`src/ftm_pkg.sv`:
```
package ftm_pkg;
    // ========================================
    // register map
    localparam logic [7:0] FTM_REG_CTRL = 8'h34;
    localparam logic [7:0] FTM_REG_THR  = 8'h35;
    localparam logic [7:0] FTM_REG_CUR  = 8'h36;
    // control field positions
    localparam int FTM_EN_BIT  = 7;
    localparam int FTM_IE_BIT  = 6;
    localparam int FTM_DIV_LSB = 0;
    localparam int FTM_DIV_W   = 2;
    // ========================================
    // reset values and count limits
    localparam logic [7:0] FTM_ZERO    = 8'h00;
    localparam logic [7:0] FTM_CNT_MAX = 8'hFF;
    localparam logic [7:0] FTM_THR_RST = 8'h00;
    // ========================================
    // timing
    localparam int FTM_CLK_HZ  = 50_000_000;
    localparam int FTM_TB_HZ   = 20_000;
    localparam int FTM_TB_CYC  = FTM_CLK_HZ / FTM_TB_HZ;
    localparam int FTM_TB_W    = 12;
    localparam int FTM_FILT_NS = 10_000;
    localparam int FTM_FILT_CYC =
        (FTM_FILT_NS * (FTM_CLK_HZ / 1_000_000) + 999) / 1000;
    // ========================================
    // measurement phase
    typedef enum logic [1:0] {
        FTM_PH_IDLE,
        FTM_PH_ARM,
        FTM_PH_MEAS
    } ftm_phase_t;
endpackage

```
`src/ftm_tach_filter.sv`:
```
`timescale 1ns/100ps
module ftm_tach_filter #(
    parameter int FILT_CYC = ftm_pkg::FTM_FILT_CYC,
    parameter int CW       = 10
) (
    // clock and reset
    input  wire logic clk,
    input  wire logic rst,
    // raw tachometer level
    input  wire logic pin_i,
    // conditioned outputs
    output logic      level,
    output logic      rise
);
    typedef struct packed {
        logic          s1;
        logic          s2;
        logic          stable;
        logic [CW-1:0] cnt;
        logic          rise;
    } ftm_filt_t;

    ftm_filt_t q_r, q_nxt;

    initial begin
        if (FILT_CYC < 1 || FILT_CYC >= (1 << CW)) begin
            $error("filter length does not fit counter");
        end
    end

    // ========================================
    // sync then debounce: a slow edge must hold
    // steady for the full window before it counts
    always_comb begin
        q_nxt      = q_r;
        q_nxt.s1   = pin_i;
        q_nxt.s2   = q_r.s1;
        q_nxt.rise = 1'b0;
        if (q_r.s2 == q_r.stable) begin
            q_nxt.cnt = '0;
        end else if (q_r.cnt == CW'(FILT_CYC - 1)) begin
            q_nxt.stable = q_r.s2;
            q_nxt.rise   = q_r.s2;
            q_nxt.cnt    = '0;
        end else begin
            q_nxt.cnt = q_r.cnt + CW'(1);
        end
    end

    // state register
    always_ff @(posedge clk or posedge rst) begin
        if (rst) begin
            q_r <= '0;
        end else begin
            q_r <= q_nxt;
        end
    end

    assign level = q_r.stable;
    assign rise  = q_r.rise;

    // a rise is only ever one cycle long
    property p_rise_pulse;
        @(posedge clk) disable iff (rst)
        rise |=> !rise;
    endproperty
    a_rise_pulse: assert property (p_rise_pulse)
        else $error("filtered rise longer than one cycle");
endmodule

```
`src/ftm_channel.sv`:
```
`timescale 1ns/100ps
module ftm_channel #(
    parameter int TB_CYC   = ftm_pkg::FTM_TB_CYC,
    parameter int FILT_CYC = ftm_pkg::FTM_FILT_CYC
) (
    // clock and reset
    input  wire logic       clk,
    input  wire logic       rst,
    // register port from serial slave
    input  wire logic [7:0] reg_addr,
    input  wire logic       reg_wr,
    input  wire logic [7:0] reg_wdata,
    input  wire logic       reg_rd,
    output logic [7:0]      reg_rdata,
    // interrupt
    input  wire logic       irq_clear,
    output logic            irq_n,
    output logic [7:0]      irq_source_register,
    // pin configuration from elsewhere
    input  wire logic       bypass_sel,
    input  wire logic       bypass_out,
    input  wire logic       gpio_o,
    input  wire logic       gpio_oe,
    // pin
    input  wire logic       tach_input_pin_i,
    output logic            tach_input_pin_o,
    output logic            tach_input_pin_oe
);
    localparam int TBW = ftm_pkg::FTM_TB_W;

    typedef struct packed {
        ftm_pkg::ftm_phase_t  ph;
        logic                 tach_channel_enable;
        logic                 tach_irq_enable;
        logic [1:0]           tach_divisor_select;
        logic [7:0]           thr;
        logic [7:0]           cur;
        logic [7:0]           cnt;
        logic [TBW-1:0]       tb;
        logic [2:0]           dv;
        logic                 half;
        logic                 pend;
        logic [7:0]           src;
        logic [7:0]           rdata;
    } ftm_state_t;

    ftm_state_t q_r, q_nxt;
    logic       tach_level;
    logic       tach_rise;
    logic       tick;
    logic       inc;
    logic       edge_ok;
    logic       cond;
    logic       frozen;
    logic       rev_done;

    initial begin
        if (TB_CYC < 4 || TB_CYC >= (1 << TBW)) begin
            $error("time base count does not fit");
        end
    end

    // divisor code to index of the last tick of each count (ticks per count minus one)
    function automatic logic [2:0] ftm_div_last(input logic [1:0] sel);
        logic [3:0] d;
        d = 4'h1 << sel;
        return 3'(d - 4'h1);
    endfunction

    // ========================================
    // input conditioning
    ftm_tach_filter #(
        .FILT_CYC (FILT_CYC)
    ) ftm_tach_filter_inst (
        .clk   (clk),
        .rst   (rst),
        .pin_i (tach_input_pin_i),
        .level (tach_level),
        .rise  (tach_rise)
    );

    // ========================================
    // pin ownership: bypass beats fan input,
    // fan input beats every other setting
    always_comb begin
        if (q_r.tach_channel_enable && bypass_sel) begin
            tach_input_pin_oe = 1'b1;
            tach_input_pin_o  = bypass_out;
        end else if (q_r.tach_channel_enable) begin
            tach_input_pin_oe = 1'b0;
            tach_input_pin_o  = 1'b0;
        end else begin
            tach_input_pin_oe = gpio_oe;
            tach_input_pin_o  = gpio_o;
        end
    end

    // ========================================
    // measurement helpers
    assign tick     = (q_r.tb == TBW'(TB_CYC - 1));
    assign inc      = tick &&
                      (q_r.dv == ftm_div_last(q_r.tach_divisor_select));
    assign edge_ok  = tach_rise && !bypass_sel;
    assign rev_done = edge_ok && q_r.ph == ftm_pkg::FTM_PH_MEAS
                      && q_r.half;
    // frozen only while an enabled irq is pending
    assign frozen   = q_r.pend && q_r.tach_irq_enable;
    assign cond     = q_r.tach_channel_enable && q_r.tach_irq_enable
                      && q_r.ph != ftm_pkg::FTM_PH_IDLE
                      && q_r.cnt >= q_r.thr;

    // ========================================
    // next state
    always_comb begin
        q_nxt = q_r;
        // free running 20 kHz time base
        q_nxt.tb = tick ? '0 : q_r.tb + TBW'(1);
        if (tick) begin
            q_nxt.dv = inc ? 3'h0 : q_r.dv + 3'h1;
        end
        // saturating tick counter
        if (inc && q_r.cnt != ftm_pkg::FTM_CNT_MAX) begin
            q_nxt.cnt = q_r.cnt + 8'h01;
        end
        case (q_r.ph)
            ftm_pkg::FTM_PH_IDLE: begin
                q_nxt.cnt = ftm_pkg::FTM_ZERO;
                q_nxt.dv  = 3'h0;
                if (q_r.tach_channel_enable) begin
                    q_nxt.ph = ftm_pkg::FTM_PH_ARM;
                end
            end
            ftm_pkg::FTM_PH_ARM: begin
                // first edge opens a revolution
                if (edge_ok) begin
                    q_nxt.ph   = ftm_pkg::FTM_PH_MEAS;
                    q_nxt.cnt  = ftm_pkg::FTM_ZERO;
                    q_nxt.dv   = 3'h0;
                    q_nxt.half = 1'b0;
                end
            end
            ftm_pkg::FTM_PH_MEAS: begin
                if (edge_ok) begin
                    q_nxt.half = !q_r.half;
                end
                // two pulses make one revolution
                if (rev_done) begin
                    q_nxt.cnt = ftm_pkg::FTM_ZERO;
                    q_nxt.dv  = 3'h0;
                    if (!frozen) begin
                        q_nxt.cur = q_r.cnt;
                    end
                end
            end
            default: begin
                q_nxt.ph = ftm_pkg::FTM_PH_IDLE;
            end
        endcase
        // stalled fan shows all ones unless the count is frozen
        if (q_r.ph != ftm_pkg::FTM_PH_IDLE && !frozen
            && q_r.cnt == ftm_pkg::FTM_CNT_MAX) begin
            q_nxt.cur = ftm_pkg::FTM_CNT_MAX;
        end
        // clear restarts the measurement; a new
        // condition in the same cycle still wins
        if (irq_clear && q_r.pend) begin
            q_nxt.pend = 1'b0;
            q_nxt.cur  = ftm_pkg::FTM_ZERO;
            q_nxt.cnt  = ftm_pkg::FTM_ZERO;
            q_nxt.dv   = 3'h0;
            if (q_r.ph != ftm_pkg::FTM_PH_IDLE) begin
                q_nxt.ph = ftm_pkg::FTM_PH_ARM;
            end
        end
        if (cond) begin
            q_nxt.pend = 1'b1;
            q_nxt.src  = ftm_pkg::FTM_REG_CTRL;
        end
        // disabling drops all channel activity
        if (!q_r.tach_channel_enable) begin
            q_nxt.ph   = ftm_pkg::FTM_PH_IDLE;
            q_nxt.pend = 1'b0;
            q_nxt.cur  = ftm_pkg::FTM_ZERO;
        end
        // register writes; reserved bits not stored
        if (reg_wr) begin
            case (reg_addr)
                ftm_pkg::FTM_REG_CTRL: begin
                    q_nxt.tach_channel_enable =
                        reg_wdata[ftm_pkg::FTM_EN_BIT];
                    q_nxt.tach_irq_enable =
                        reg_wdata[ftm_pkg::FTM_IE_BIT];
                    q_nxt.tach_divisor_select = reg_wdata[
                        ftm_pkg::FTM_DIV_LSB +: ftm_pkg::FTM_DIV_W];
                end
                ftm_pkg::FTM_REG_THR: begin
                    q_nxt.thr = reg_wdata;
                end
                default: begin
                    q_nxt.thr = q_r.thr; // count is read-only
                end
            endcase
        end
        // registered read data, zero if unmapped
        if (reg_rd) begin
            case (reg_addr)
                ftm_pkg::FTM_REG_CTRL: begin
                    q_nxt.rdata = ftm_pkg::FTM_ZERO;
                    q_nxt.rdata[ftm_pkg::FTM_EN_BIT] =
                        q_r.tach_channel_enable;
                    q_nxt.rdata[ftm_pkg::FTM_IE_BIT] =
                        q_r.tach_irq_enable;
                    q_nxt.rdata[ftm_pkg::FTM_DIV_LSB +:
                        ftm_pkg::FTM_DIV_W] = q_r.tach_divisor_select;
                end
                ftm_pkg::FTM_REG_THR: begin
                    q_nxt.rdata = q_r.thr;
                end
                ftm_pkg::FTM_REG_CUR: begin
                    q_nxt.rdata = q_r.cur;
                end
                default: begin
                    q_nxt.rdata = ftm_pkg::FTM_ZERO;
                end
            endcase
        end
    end

    // ========================================
    // state register
    always_ff @(posedge clk or posedge rst) begin
        if (rst) begin
            q_r       <= '0;
            q_r.ph    <= ftm_pkg::FTM_PH_IDLE;
            q_r.thr   <= ftm_pkg::FTM_THR_RST;
            q_r.cur   <= ftm_pkg::FTM_ZERO;
        end else begin
            q_r <= q_nxt;
        end
    end

    // outputs straight from the state
    assign reg_rdata           = q_r.rdata;
    assign irq_n               = !q_r.pend;
    assign irq_source_register = q_r.src;

    // ========================================
    // checks
    property p_irq_set;
        @(posedge clk) disable iff (rst)
        cond |=> (!irq_n && irq_source_register == ftm_pkg::FTM_REG_CTRL);
    endproperty
    a_irq_set: assert property (p_irq_set)
        else $error("irq condition did not assert irq");

    property p_no_irq;
        @(posedge clk) disable iff (rst)
        (!q_r.tach_irq_enable && q_r.pend == 1'b0 && !reg_wr)
            |=> irq_n;
    endproperty
    a_no_irq: assert property (p_no_irq)
        else $error("irq raised with irq enable clear");

    property p_hold;
        @(posedge clk) disable iff (rst)
        (frozen && !irq_clear && q_r.tach_channel_enable && !reg_wr)
            |=> $stable(q_r.cur);
    endproperty
    a_hold: assert property (p_hold)
        else $error("count moved while irq pending");

    property p_clear;
        @(posedge clk) disable iff (rst)
        (irq_clear && q_r.pend && !cond) |=>
            (q_r.cur == 8'h00 && irq_n);
    endproperty
    a_clear: assert property (p_clear)
        else $error("irq clear did not zero count");

    property p_disabled_pin;
        @(posedge clk) disable iff (rst)
        !q_r.tach_channel_enable |->
            (tach_input_pin_oe == gpio_oe && tach_input_pin_o == gpio_o);
    endproperty
    a_disabled_pin: assert property (p_disabled_pin)
        else $error("disabled channel touched pin");

    property p_bypass;
        @(posedge clk) disable iff (rst)
        (q_r.tach_channel_enable && bypass_sel) |->
            (tach_input_pin_oe && tach_input_pin_o == bypass_out);
    endproperty
    a_bypass: assert property (p_bypass)
        else $error("bypass did not drive pin");

    property p_sat;
        @(posedge clk) disable iff (rst)
        (q_r.cnt == 8'hFF && !rev_done && !irq_clear && !edge_ok
         && q_r.tach_channel_enable && !reg_wr) |=> q_r.cnt == 8'hFF;
    endproperty
    a_sat: assert property (p_sat)
        else $error("counter wrapped");

    property p_stall;
        @(posedge clk) disable iff (rst)
        (q_r.cnt == 8'hFF && q_r.ph != ftm_pkg::FTM_PH_IDLE && !frozen
         && !irq_clear && q_r.tach_channel_enable && !reg_wr)
            |=> q_r.cur == 8'hFF;
    endproperty
    a_stall: assert property (p_stall)
        else $error("stalled fan not shown as FFh");

    property p_publish;
        @(posedge clk) disable iff (rst)
        (rev_done && !frozen && !irq_clear && q_r.cnt != 8'hFF
         && q_r.tach_channel_enable && !reg_wr)
            |=> q_r.cur == $past(q_r.cnt);
    endproperty
    a_publish: assert property (p_publish)
        else $error("revolution did not refresh count");

    property p_thr_rw;
        @(posedge clk) disable iff (rst)
        (reg_wr && reg_addr == ftm_pkg::FTM_REG_THR) ##1 !reg_wr
            ##1 (reg_rd && reg_addr == ftm_pkg::FTM_REG_THR)
            |=> reg_rdata == $past(reg_wdata, 3);
    endproperty
    a_thr_rw: assert property (p_thr_rw)
        else $error("threshold readback mismatch");

    property p_tick_rate;
        @(posedge clk) disable iff (rst)
        tick |=> !tick [*3];
    endproperty
    a_tick_rate: assert property (p_tick_rate)
        else $error("time base ticks too fast");

    property p_first_zero;
        @(posedge clk) disable iff (rst)
        (q_r.ph == ftm_pkg::FTM_PH_ARM && q_nxt.ph == ftm_pkg::FTM_PH_ARM
         && $past(q_r.ph) == ftm_pkg::FTM_PH_IDLE)
            |-> q_r.cur == 8'h00;
    endproperty
    a_first_zero: assert property (p_first_zero)
        else $error("count not zero before first revolution");
endmodule

```
`config.mk`:
```
export PLATFORM = sky130hd
export DESIGN_NAME = ftm_channel
export DESIGN_NICKNAME = d
export VERILOG_FILES = /design/src/ftm_pkg.sv /design/src/ftm_tach_filter.sv /design/src/ftm_channel.sv
export SDC_FILE = /design/constraint.sdc
export NUM_CORES = 1
export LEC_CHECK = 0
export BUFFER_PORTS_ARGS = -buffer_cell sky130_fd_sc_hd__clkbuf_2
export CAP_MARGIN = 20
export CELL_PAD_IN_SITES_DETAIL_PLACEMENT = 1
export CELL_PAD_IN_SITES_GLOBAL_PLACEMENT = 1
export CORE_UTILIZATION = 45
export CTS_CLUSTER_DIAMETER = 100
export DETAILED_ROUTE_END_ITERATION = 10
export PLACE_DENSITY = 0.8
export SLEW_MARGIN = 20
export SYNTH_ARGS = -nofsm -noshare
export SYNTH_HDL_FRONTEND = slang
export SYNTH_SLANG_ARGS = --single-unit
```
`constraint.sdc`:
```
create_clock -name clk -period 2.2 [get_ports clk]
set_input_delay 0.22 -clock clk [delete_from_list [all_inputs] [get_ports clk]]
set_output_delay 0.22 -clock clk [all_outputs]
set_load 0.02 [all_outputs]
```
After elaboration in Yosys (flattened, before gate mapping)
Cells that the tools add are included.
Widths: inputs -> output; s select.
{ "op_classes": {"mux": 35, "n_bitwise": 1, "magnitude_cmp": 1, "n_eq_ne": 17, "shift": 1, "n_reduce_logical": 25, "addsub": 5} }
{ "ops": {"columns": ["cell", "count"], "rows": [
  ["$mux 8", 6],
  ["$pmux 8 s3", 2],
  ["$mux 16", 2],
  ["$eq 8x6->1 const B", 3],
  ["$mux 10", 2],
  ["$logic_and 1x1->1", 13],
  ["$add 12x1->12 const B", 1],
  ["$eq 12x12->1 const B", 1],
  ["$mux 12", 1],
  ["$mux 3", 4],
  ["$add 10x1->10 const B", 1],
  ["$eq 10x9->1 const B", 1],
  ["$mux 1", 9],
  ["$mux 9", 1],
  ["$pmux 3 s3", 1],
  ["$add 8x1->8 const B", 1],
  ["$eq 8x8->1 const B", 1],
  ["$ge 8x8->1", 1],
  ["$mux 2", 4],
  ["$ne 4x1->1 const B", 2],
  ["$ne 8x8->1 const B", 1],
  ["$pmux 2 s3", 1],
  ["$reduce_and 2->1", 3],
  ["$reduce_and 3->1", 2],
  ["16 further kinds", 21]
]} }
{ "word_totals": {"elab_cells": 103, "input_bits": 26, "output_inout_bits": 19, "register_bits": 70} }

Logic depth before layout (Yosys ltp)
Gate-level depths: netlist of run 1.
{ "logic_depth": {"ltp_word": 11, "ltp_mapped": 7, "mapped_depth_nobuf": 7} }

Hierarchy
Synthesis of run 1 repeated with hierarchy kept, for this count alone.
{ "hier_totals": {"hier_cells": 375, "area_unflattened_um2": 3754.9} }
{ "modules_own_cells": {"columns": ["mod", "area_per_inst_um2", "cells_per_inst", "n_inst"], "rows": [
  ["ftm_channel", 3083.0, 315, 1],
  ["ftm_tach_filter", 671.9, 60, 1]
]} }

Worst setup path after synthesis of run 1
OpenSTA, ideal clock, no wires.
{ "synth_timing": {"path_kind": "register -> register", "start": "reg q_r[21] (netlist bit)", "end": "reg q_r[37] (netlist bit)", "required_time_ps": 2122, "arrival_ps": 1974, "period_less_slack_ps": 2052, "stages_incl_launch_ff": 7, "setup_slack_ps": 148, "cell_sequence": "dfrtp_1 -> ha_1 -> or3b_1 -> nor3_4 -> nand2_2 -> or4_1 -> a21oi_1"} }
{ "synth_rtl": {"columns": ["element", "line_no", "text"], "rows": [
  ["start: declaration", "ftm_channel.sv:47", "ftm_state_t q_r, q_nxt;"],
  ["start signal: assignment", "ftm_channel.sv:238", "q_r <= q_nxt;"]
]} }

==> impl_metrics.json, run 1 <==
{
  "grt_pass1_vias": 2863,
  "finalWirelength_um": 8070,
  "setup_viol": 0,
  "p_switching_mw": 0.647,
  "cts_htree_levels": 3,
  "synth_compound_area_share_pct": 10.9,
  "comb_power_share_pct": 6.2,
  "dr.pass1.iters": 4,
  "preCtsSetupSlack_ns": 0.0657,
  "worst_pin_slew_ns": 1.02,
  "p_total_mw": 2.54,
  "io_pins": 45,
  "cts_tree": "yes",
  "n_antenna_cell": 0,
  "cp.arrival_ns": 2.35,
  "clkTransAtPathRegs_ns": 0.09,
  "dieArea_sq_um": 8410,
  "synth-simple-area-share_pct": 18.4,
  "p_leak_nw": 1.86,
  "fin_crit_sh_pct": 95.0,
  "grt_usage_pct": 20.9,
  "clock.fmax_mhz": 478,
  "swShare_pct": 25.5,
  "worstSetupPathType": "reg2reg",
  "clock-sinks": 70,
  "relSlewSlack_pct": 32.2,
  "synthCells": 354,
  "final_net_count": 438,
  "cts_buffers": 9,
  "yosysWarningCount": 0,
  "area_growth_pct": 14.4,
  "vias_per_cell": 5.40,
  "drv_slew": 0,
  "synthXorXnorAreaFrac_pct": 4.11,
  "grt_pass1_wl_um": 13800,
  "syn_area_sq_um": 3620,
  "via_count": 2738,
  "ys_seq_elements": 70,
  "cp.required_ns": 2.46,
  "hold_class": "in2reg",
  "status": "finished clean",
  "syn_area_per_cell_sq_um": 10.2,
  "hold_violations": 0,
  "dp_hpwl_um": 5750,
  "yosys.area.top_type": "dfrtp_1",
  "antenna_found_initial": 0,
  "routabilityCongestion": 0.795,
  "overflow": 0,
  "antenna_left": 0,
  "yosys.area.top_type_share_pct": 48.4,
  "synth_mux_area_share_pct": 7.67,
  "synth_flop_cell": "dfrtp_1",
  "synth_edf_count": 0,
  "power_density_nw_per_um2": 612,
  "pwr-share-clk_pct": 41.7,
  "drt_iter0_drc": 85,
  "seq_area_frac_synth_pct": 48.4,
  "cap_violations": 0,
  "port_buffers": 39,
  "finClkSkew_ns": 0.0183,
  "internal_power_mw": 1.89,
  "remaining_drc_errors": 0,
  "die_w_um": 91.7,
  "start_util_pct": 46.6,
  "drt-wirelength-per-cell_um": 15.9,
  "crit_path_end_kind": "register",
  "ys_async_sr_fraction_pct": 100,
  "grt_max_degree": 71,
  "yosys.cell_types.count": 47,
  "clock_latency_ns": 0.36,
  "coreArea_sq_um": 7770,
  "start_kind": "register",
  "synth_top_family_by_area": "simple AND/OR/NAND/NOR gates",
  "clk_path_buf_depth": 2,
  "die_h_um": 91.7,
  "drive_above_1_share_pct": 23.5,
  "clockRootBuffer": "clkbuf_8",
  "rows": 32,
  "ir_drop_uv": 302,
  "cp_max_fo": 8,
  "setup_ws_ns": 0.110,
  "netlist_top_cells_area": "dfrtp_1, mux2_2, ha_1",
  "fin_crit_ns": 2.09,
  "seqPwrFrac_pct": 52.2,
  "synthAdderAreaFrac_pct": 4.15
}
==> power by group through the flow <==
| stage | clock network [mW] | registers, mW | logic (mW) |
|---|---|---|---|
| 2_1_floorplan | 0 | 1.34 | 0.105 |
| 3_3_place_gp | 0 | 1.35 | 0.153 |
| 3_5_place_dp | 0 | 1.35 | 0.156 |
| 4_1_cts | 1.07 | 1.32 | 0.160 |
| 5_1_grt | 1.13 | 1.33 | 0.178 |
| 6_report | 1.06 | 1.32 | 0.156 |
==> through the flow <==
stage | util, % | setup TNS, ns | instance area (sq um) | hold WS (ns) | instances
6_report | 53.4 | 0 | 4150 | 0.106 | 507
3_3_place_gp | 50.3 | 0 | 3910 | 0.315 | 487
3_5_place_dp | 50.3 | 0 | 3910 | 0.319 | 487
5_1_grt | 53.4 | -0.00189 | 4150 | 0.0999 | 507
4_1_cts | 53.1 | 0 | 4130 | 0.0993 | 505
2_1_floorplan | - | 0 | 3640 | 0.251 | 358
==> per-layer routing <==
layer  track usage [%]  share of wire (%)  vias up
met5                 0                  0        -
met4              6.25                1.2        0
met3              4.39                2.4        9
met2              37.6                 53       38
met1              25.0                 44     1366
li1                  -                  -     1325
==> path summary, 6_finish.rpt <==
check                                                    start                            to  slack [ns]  cells after the start
worst max-delay path                                   q_r[22]                       q_r[37]        0.11                      6
worst min-delay path                              reg_wdata[7]                       q_r[56]        0.11                      2
worst max register to register                         q_r[22]                       q_r[37]        0.11                      6
worst min register to register  ftm_tach_filter_inst.q_nxt[12]  ftm_tach_filter_inst.q_r[12]        0.35                      0
max in group asynchronous                                  rst                       q_r[20]        1.42                      4
min in group asynchronous                                  rst   ftm_tach_filter_inst.q_r[4]        0.47                      4
==> sequential cells by signal, summed over array words and instances (netlist names) <==
register / count
ftm_tach_filter_inst.level: 1
ftm_tach_filter_inst.rise: 1
ftm_tach_filter_inst.q_r: 11
irq_source_register: 1
reg_rdata: 8
q_r: 47
ftm_tach_filter_inst.q_nxt: 1
==> cell type report <==
class,instances,area (sq um)
Multi-Input combinational cell,244,1660
Clock buffer,9,124
Sequential cell,70,1750
Timing Repair Buffer,54,325
Tap cell,102,128
Inverter,21,78.8
Fill cell,908,3620
Clock inverter,7,73.8
==> worst max-delay path, cell delays in order, from the launching register on <==
cell     delay (ns)
dfrtp_1        0.38
ha_2           0.21
or3b_4         0.42
nor3_4         0.21
nand2_2        0.12
or4_1          0.50
a21oi_1        0.15
==> synthesized netlist by cell type, types with 3 or more instances <==
master	n
a21oi_1	28
a22o_1	4
and2_1	3
and3_1	5
buf_4	16
clkbuf_1	6
dfrtp_1	70
ha_1	12
inv_1	21
mux2_2	14
mux2i_1	12
nand2_1	17
nand2b_1	3
nand3_1	18
nand4_1	7
nand4b_1	3
nor2_1	27
nor2b_1	3
nor3_1	8
o21ai_0	17
o22ai_1	4
or3_1	9
xnor2_1	7
xor2_1	10
==> repair_timing <==
action,CTS,global route
hold endpoints to repair,71,0
resized for setup,0,2
buffers inserted,0,2
setup endpoints to repair,0,8
hold buffers,2,0
==> cell families (layout without fill, tap and decap cells) <==
| group | Yosys count | count (layout) |
|---|---|---|
| simple gates | 120 | 120 |
| flops | 70 | 70 |
| mux | 26 | 26 |
| other cells | 1 | 5 |
| fa+ha+maj | 12 | 12 |
| xor+xnor | 17 | 17 |
| compound gates | 64 | 64 |
| buf+inv | 44 | 91 |
==> cell usage in the layout (no fill, tap or decap), types with 5 or more instances in the layout <==
cell	n
clkbuf_8	9
and3_1	5
clkbuf_2	39
nand4_1	7
nor2_1	27
dfrtp_1	70
xor2_1	10
buf_4	12
conb_1	5
xnor2_1	7
nand2_1	17
or3_1	9
mux2_2	14
mux2i_1	12
a21oi_1	28
inv_1	20
nand3_1	18
o21ai_0	17
ha_1	11
nor3_1	8
No activity file was read; power rests on OpenSTA's default activity.
==> run 2: changes to the inputs <==
--- a/config.mk
+++ b/config.mk
@@ -13,6 +13,7 @@
 export CTS_CLUSTER_DIAMETER = 100
 export DETAILED_ROUTE_END_ITERATION = 10
 export PLACE_DENSITY = 0.8
+export SKIP_CTS_REPAIR_TIMING = 1
 export SLEW_MARGIN = 20
 export SYNTH_ARGS = -nofsm -noshare
 export SYNTH_HDL_FRONTEND = slang
==> constraint.sdc (replaced) <==
create_clock -name clk -period 2.2 [get_ports clk]
set_input_delay 0.44 -clock clk [delete_from_list [all_inputs] [get_ports clk]]
set_output_delay 0.44 -clock clk [all_outputs]
set_load 0.02 [all_outputs]
==> run 2 against run 1 <==
Net effect: flip-flop and latch count unchanged; cell area down 0.24%; global-route usage up 1.2 points; count of clock-buffer cells in the layout up 5; fmax up 1.3%; utilization down 0.13 points; worst hold slack better by 0.019 ns; power down 5.0%; via count up 2.2%; critical path depth down 1; largest power group unchanged.
==> impl_metrics.json, run 2 (synthesis results as in run 1) <==
{
  "power_density_nw_per_um2": 583,
  "finClkSkew_ns": 0.00968,
  "hold_violations": 0,
  "internal_power_mw": 1.83,
  "die_w_um": 91.7,
  "comb_power_share_pct": 6.6,
  "finalWirelength_um": 8220,
  "grt_pass1_vias": 2934,
  "cp.arrival_ns": 2.34,
  "relSlewSlack_pct": 62.3,
  "cts_buffers": 9,
  "cp_max_fo": 8,
  "fin_crit_ns": 2.06,
  "seqPwrFrac_pct": 54.9,
  "start_kind": "register",
  "startpoint": "q_r[26]",
  "port_buffers": 39,
  "final_net_count": 439,
  "setup_ws_ns": 0.136,
  "p_leak_nw": 1.87,
  "reg2reg_depth": 5,
  "area_growth_pct": 14.2,
  "clock.fmax_mhz": 485,
  "antenna_left": 0,
  "cts_htree_levels": 3,
  "grt_pass1_wl_um": 14400,
  "setup_viol": 0,
  "worstReg2RegEnd": "q_r[37]",
  "clock_latency_ns": 0.36,
  "drv_slew": 0,
  "worstSetupPathType": "reg2reg",
  "overflow": 0,
  "cap_violations": 0,
  "vias_per_cell": 5.52,
  "die_h_um": 91.7,
  "status": "finished clean",
  "coreArea_sq_um": 7770,
  "clock-sinks": 70,
  "cp.required_ns": 2.48,
  "grt_setup_unrepaired": "false",
  "timing.rr.start": "q_r[26]",
  "mostFrequentLayoutCell": "dfrtp_1",
  "largest-register": "q_r",
  "grt_max_degree": 26,
  "fin_crit_sh_pct": 93.8,
  "p_switching_mw": 0.580,
  "n_antenna_cell": 0,
  "dieArea_sq_um": 8410,
  "remaining_drc_errors": 0,
  "grt_usage_pct": 22.1,
  "pwr-share-clk_pct": 38.4,
  "dp_hpwl_um": 6130,
  "preCtsSetupSlack_ns": -0.0408,
  "io_pins": 45,
  "utilization_pct": 53.2,
  "rows": 32,
  "start_util_pct": 46.6,
  "antenna_found_initial": 0,
  "clkTransAtPathRegs_ns": 0.07,
  "routabilityCongestion": 0.769,
  "layout_common_cells": "dfrtp_1, clkbuf_2, a21oi_1",
  "crit_path_end_kind": "register",
  "cts_tree": "yes",
  "via_count": 2799,
  "drive_above_1_share_pct": 23.7,
  "clk_path_buf_depth": 2,
  "dr.pass1.iters": 4,
  "drt_iter0_drc": 93,
  "clockRootBuffer": "clkbuf_8",
  "r2r_setup_slack_ns": 0.14,
  "swShare_pct": 24.1,
  "hold_class": "in2async",
  "drt-wirelength-per-cell_um": 16.2,
  "worst_pin_slew_ns": 0.565,
  "largest_reg_flops": 47,
  "endpoint": "q_r[37]",
  "ir_drop_uv": 315
}
-- run 2: changes by cell type in the layout (fill, tap and decap cells not counted), sizes merged --
| cell | previous run | this run |
|---|---|---|
| buf | 13 | 16 |
| bufinv | 1 | 0 |
| clkbuf | 48 | 53 |
| clkinvlp | 4 | 1 |
| dlygate4sd3 | 2 | 0 |
| inv | 22 | 20 |
-- run 2: layer usage --
metal	track usage (%)	routed length, um	up-vias
li1	-	-	1330
met1	26.0	3460	1403
met2	37.5	4250	48
met3	5.64	268	18
met4	10.9	249	0
met5	0	0	-
-- run 2: final cells by class --
type	count	area, sq um
inverter	21	82.6
clock buffer	14	163
tap	102	128
sequential	70	1750
fill	890	3630
clock inverter	1	5.00
timing repair buffer	55	328
multi-input combinational	244	1680
-- run 2: critical path, stage by stage (launching register included) --
cell and delay, ns:
dfrtp_1 0.41, or4b_4 0.59, nor3_4 0.23, nand2_2 0.13, or4_1 0.49, a21oi_1 0.15
-- run 2: how the worst min path moves through the flow --
stage,start,endpoint,slack (ns)
3_3_place_gp,ftm_tach_filter_inst.q_nxt[12],ftm_tach_filter_inst.q_r[12],0.34
6_report,rst,q_r[57],0.12
2_1_floorplan,ftm_tach_filter_inst.q_nxt[12],ftm_tach_filter_inst.q_r[12],0.33
4_1_cts,rst,q_r[57],0.13
3_5_place_dp,ftm_tach_filter_inst.q_nxt[12],ftm_tach_filter_inst.q_r[12],0.34
5_1_grt,rst,q_r[57],0.17
-- run 2: through the flow --
stage / area (sq um) / setup TNS (ns) / total power, mW / cells / hold slack (ns)
2_1_floorplan: 3640 / 0 / 1.45 / 358 / 0.331
4_1_cts: 4090 / -0.0611 / 2.45 / 504 / 0.134
3_5_place_dp: 3930 / -0.0408 / 1.51 / 489 / 0.339
5_1_grt: 4140 / 0 / 2.51 / 507 / 0.170
3_3_place_gp: 3930 / 0 / 1.50 / 489 / 0.338
6_report: 4140 / 0 / 2.41 / 507 / 0.125
-- run 2: power groups by stage --
stage	Clock, mW	Combinational, mW	Sequential [mW]
after floorplan	0	0.106	1.34
after global placement	0	0.156	1.35
after detailed placement	0	0.162	1.35
after CTS	0.959	0.163	1.32
after global routing	1.00	0.184	1.33
final	0.926	0.160	1.32
==> run 3: changes to the inputs <==
--- a/config.mk
+++ b/config.mk
@@ -5,14 +5,15 @@
 export SDC_FILE = /design/constraint.sdc
 export NUM_CORES = 1
 export LEC_CHECK = 0
+export ABC_AREA = 1
 export BUFFER_PORTS_ARGS = -buffer_cell sky130_fd_sc_hd__clkbuf_2
 export CAP_MARGIN = 20
 export CELL_PAD_IN_SITES_DETAIL_PLACEMENT = 1
 export CELL_PAD_IN_SITES_GLOBAL_PLACEMENT = 1
-export CORE_UTILIZATION = 45
-export CTS_CLUSTER_DIAMETER = 100
+export CORE_UTILIZATION = 44
+export CTS_CLUSTER_DIAMETER = 200
 export DETAILED_ROUTE_END_ITERATION = 10
-export PLACE_DENSITY = 0.8
+export PLACE_DENSITY = 0.81
 export SKIP_CTS_REPAIR_TIMING = 1
 export SLEW_MARGIN = 20
 export SYNTH_ARGS = -nofsm -noshare
==> run 3 against run 2 <==
Net effect: count of clock-buffer cells in the layout fell by 3; synthesized cell count up 34%; cell area grew 6.2%; global-route usage shrank 0.075 points; sequential share of layout area is 2.5 points lower; register-to-register slack better by 0.32 ns; wire length increased by 13%; critical endpoint is now q_r[40]; largest cell class is now multi-input gates; highest routed layer unchanged.
==> impl_metrics.json, run 3 <==
{
  "yosys.area.top_type": "dfrtp_1",
  "grt_max_degree": 60,
  "dp_hpwl_um": 6800,
  "remaining_drc_errors": 0,
  "cts_htree_levels": 3,
  "clk_path_buf_depth": 2,
  "place_area_sq_um": 4110,
  "r2r_setup_slack_ns": 0.45,
  "grt-busiest-layer": "met2",
  "synth_edf_count": 0,
  "ir_drop_uv": 277,
  "worst_pin_slew_ns": 0.504,
  "cts_buffers": 9,
  "use_met3_pct": 3.71,
  "dp_cells": 605,
  "crit_path_end_kind": "register",
  "cp_slowest_stage_delay_ns": 0.37,
  "synthCells": 475,
  "vias_per_cell": 5.19,
  "synth.most_common_cell": "nand2_1",
  "holdWs_ns": 0.0299,
  "design_area_sq_um": 4390,
  "drv_slew": 0,
  "rows": 34,
  "final_net_count": 546,
  "use_met1_pct": 26.0,
  "cts_tree": "yes",
  "clock_latency_ns": 0.35,
  "cp_slowest_cell": "dfrtp_1",
  "drt-wirelength-per-cell_um": 14.9,
  "syn_area_sq_um": 3900,
  "port_buffers": 39,
  "die_w_um": 96.2,
  "drt_iter0_drc": 91,
  "instances_no_fill": 621,
  "p_total_mw": 3.01,
  "yosys.area.top_type_share_pct": 44.9,
  "die_h_um": 96.2,
  "n_antenna_cell": 0,
  "grt_usage_pct": 22.0,
  "netlist_top_cells_area": "dfrtp_1, nand2_1, nand3_1",
  "path_cells": "ha_1 -> inv_1 -> nor2_2 -> nand2_2 -> nor2_4 -> nand3_4 -> inv_2 -> nand2_1 -> nand2_1 -> nor2_1",
  "drive_above_1_share_pct": 17.9,
  "reg2reg_depth": 10,
  "cp.arrival_ns": 1.97,
  "overflow": 0,
  "power_density_nw_per_um2": 686,
  "hold_violations": 0,
  "use_met2_pct": 39.6,
  "multi_input_area_sq_um": 1770,
  "p_leak_nw": 2.29,
  "seq_area_frac_synth_pct": 44.9,
  "grt_setup_unrepaired": "false",
  "start_kind": "register",
  "worstReg2RegEnd": "q_r[40]",
  "largest-register": "q_r",
  "largest_reg_flops": 47,
  "layout_common_cells": "nand2_1, dfrtp_1, inv_1",
  "finClkSkew_ns": 0.0140,
  "antenna_left": 0,
  "dr.pass1.iters": 4,
  "setup_tns_ns": 0,
  "synth_flop_cell": "dfrtp_1",
  "clkTransAtPathRegs_ns": 0.08,
  "utilization_pct": 50.8,
  "start_util_pct": 45.2,
  "fin_crit_sh_pct": 79.5,
  "area_growth_pct": 12.4,
  "finalWirelength_um": 9260,
  "io_pins": 45,
  "routabilityCongestion": 0.812,
  "syn_area_per_cell_sq_um": 8.22,
  "clock.fmax_mhz": 572,
  "grt_pass1_vias": 3245,
  "dieArea_sq_um": 9260,
  "cp_max_fo": 11,
  "fillers": 1066,
  "hold_class": "in2async",
  "coreArea_sq_um": 8640,
  "via_count": 3224,
  "crit_path_frequent_cell": "nand2_1",
  "seq_area_sq_um": 1750,
  "cap_violations": 0,
  "antenna_found_initial": 0,
  "ys_seq_elements": 70,
  "mostFrequentLayoutCell": "nand2_1",
  "clock-sinks": 70,
  "setup_ws_ns": 0.452,
  "preCtsSetupSlack_ns": 0.483,
  "status": "finished clean",
  "yosys.cell_types.count": 36,
  "ys_async_sr_fraction_pct": 100,
  "cp.required_ns": 2.42,
  "yosysWarningCount": 0,
  "worstSetupPathType": "reg2reg",
  "grt_pass1_wl_um": 15400,
  "timing.rr.start": "q_r[21]",
  "fin_crit_ns": 1.75,
  "setup_viol": 0,
  "yosys-top-cells-count": "nand2_1, dfrtp_1, inv_1",
  "relSlewSlack_pct": 66.3,
  "clockRootBuffer": "clkbuf_8"
}
## run 3: cell type report
class / instances / area share [%]
tap: 108 / 3.08
clock buffer: 11 / 3.45
timing repair buffer: 41 / 5.07
sequential: 70 / 39.9
multi-input combinational: 326 / 40.4
inverter: 60 / 5.22
clock inverter: 5 / 2.94
## run 3: worst max path at each step
stage	start	to	slack, ns
after floorplan	q_r[34]	q_r[41]	0.77
after global placement	reg_addr[3]	q_r[58]	0.56
after detailed placement	q_r[21]	q_r[35]	0.48
after CTS	q_r[21]	q_r[40]	0.45
after global routing	q_r[21]	q_r[36]	0.24
final	q_r[21]	q_r[40]	0.45
## run 3: routing by layer
layer  share of wire, %  wire length (um)
met1                 45              4170
met2                 51              4690
met3                2.4               223
met4                1.8               170
met5                  0                 0
## run 3: power by group
part / switching (mW) / internal [mW] / leakage (nW) / total, mW
registers: 0.0322 / 1.33 / 0.906 / 1.36
logic: 0.142 / 0.0677 / 1.25 / 0.210
clock network: 0.513 / 0.933 / 0.140 / 1.45
## run 3: cells by family after synthesis
family | after synthesis | synth area share [%]
simple gates | 242 | 29.7
compound gates | 50 | 7.40
buf+inv | 83 | 10.2
xor+xnor | 15 | 3.36
flops | 70 | 44.9
other cells | 1 | 0.0960
mux | 2 | 0.577
fa+ha+maj | 12 | 3.84
## run 3: worst max-delay path: cells and delay by family, from the launching register on
family                     cells  cell delay, ns
and+or+nand+nor                7            0.82
adders and majority gates      1            0.24
DFF                            1            0.37
buffers and inverters          2            0.20
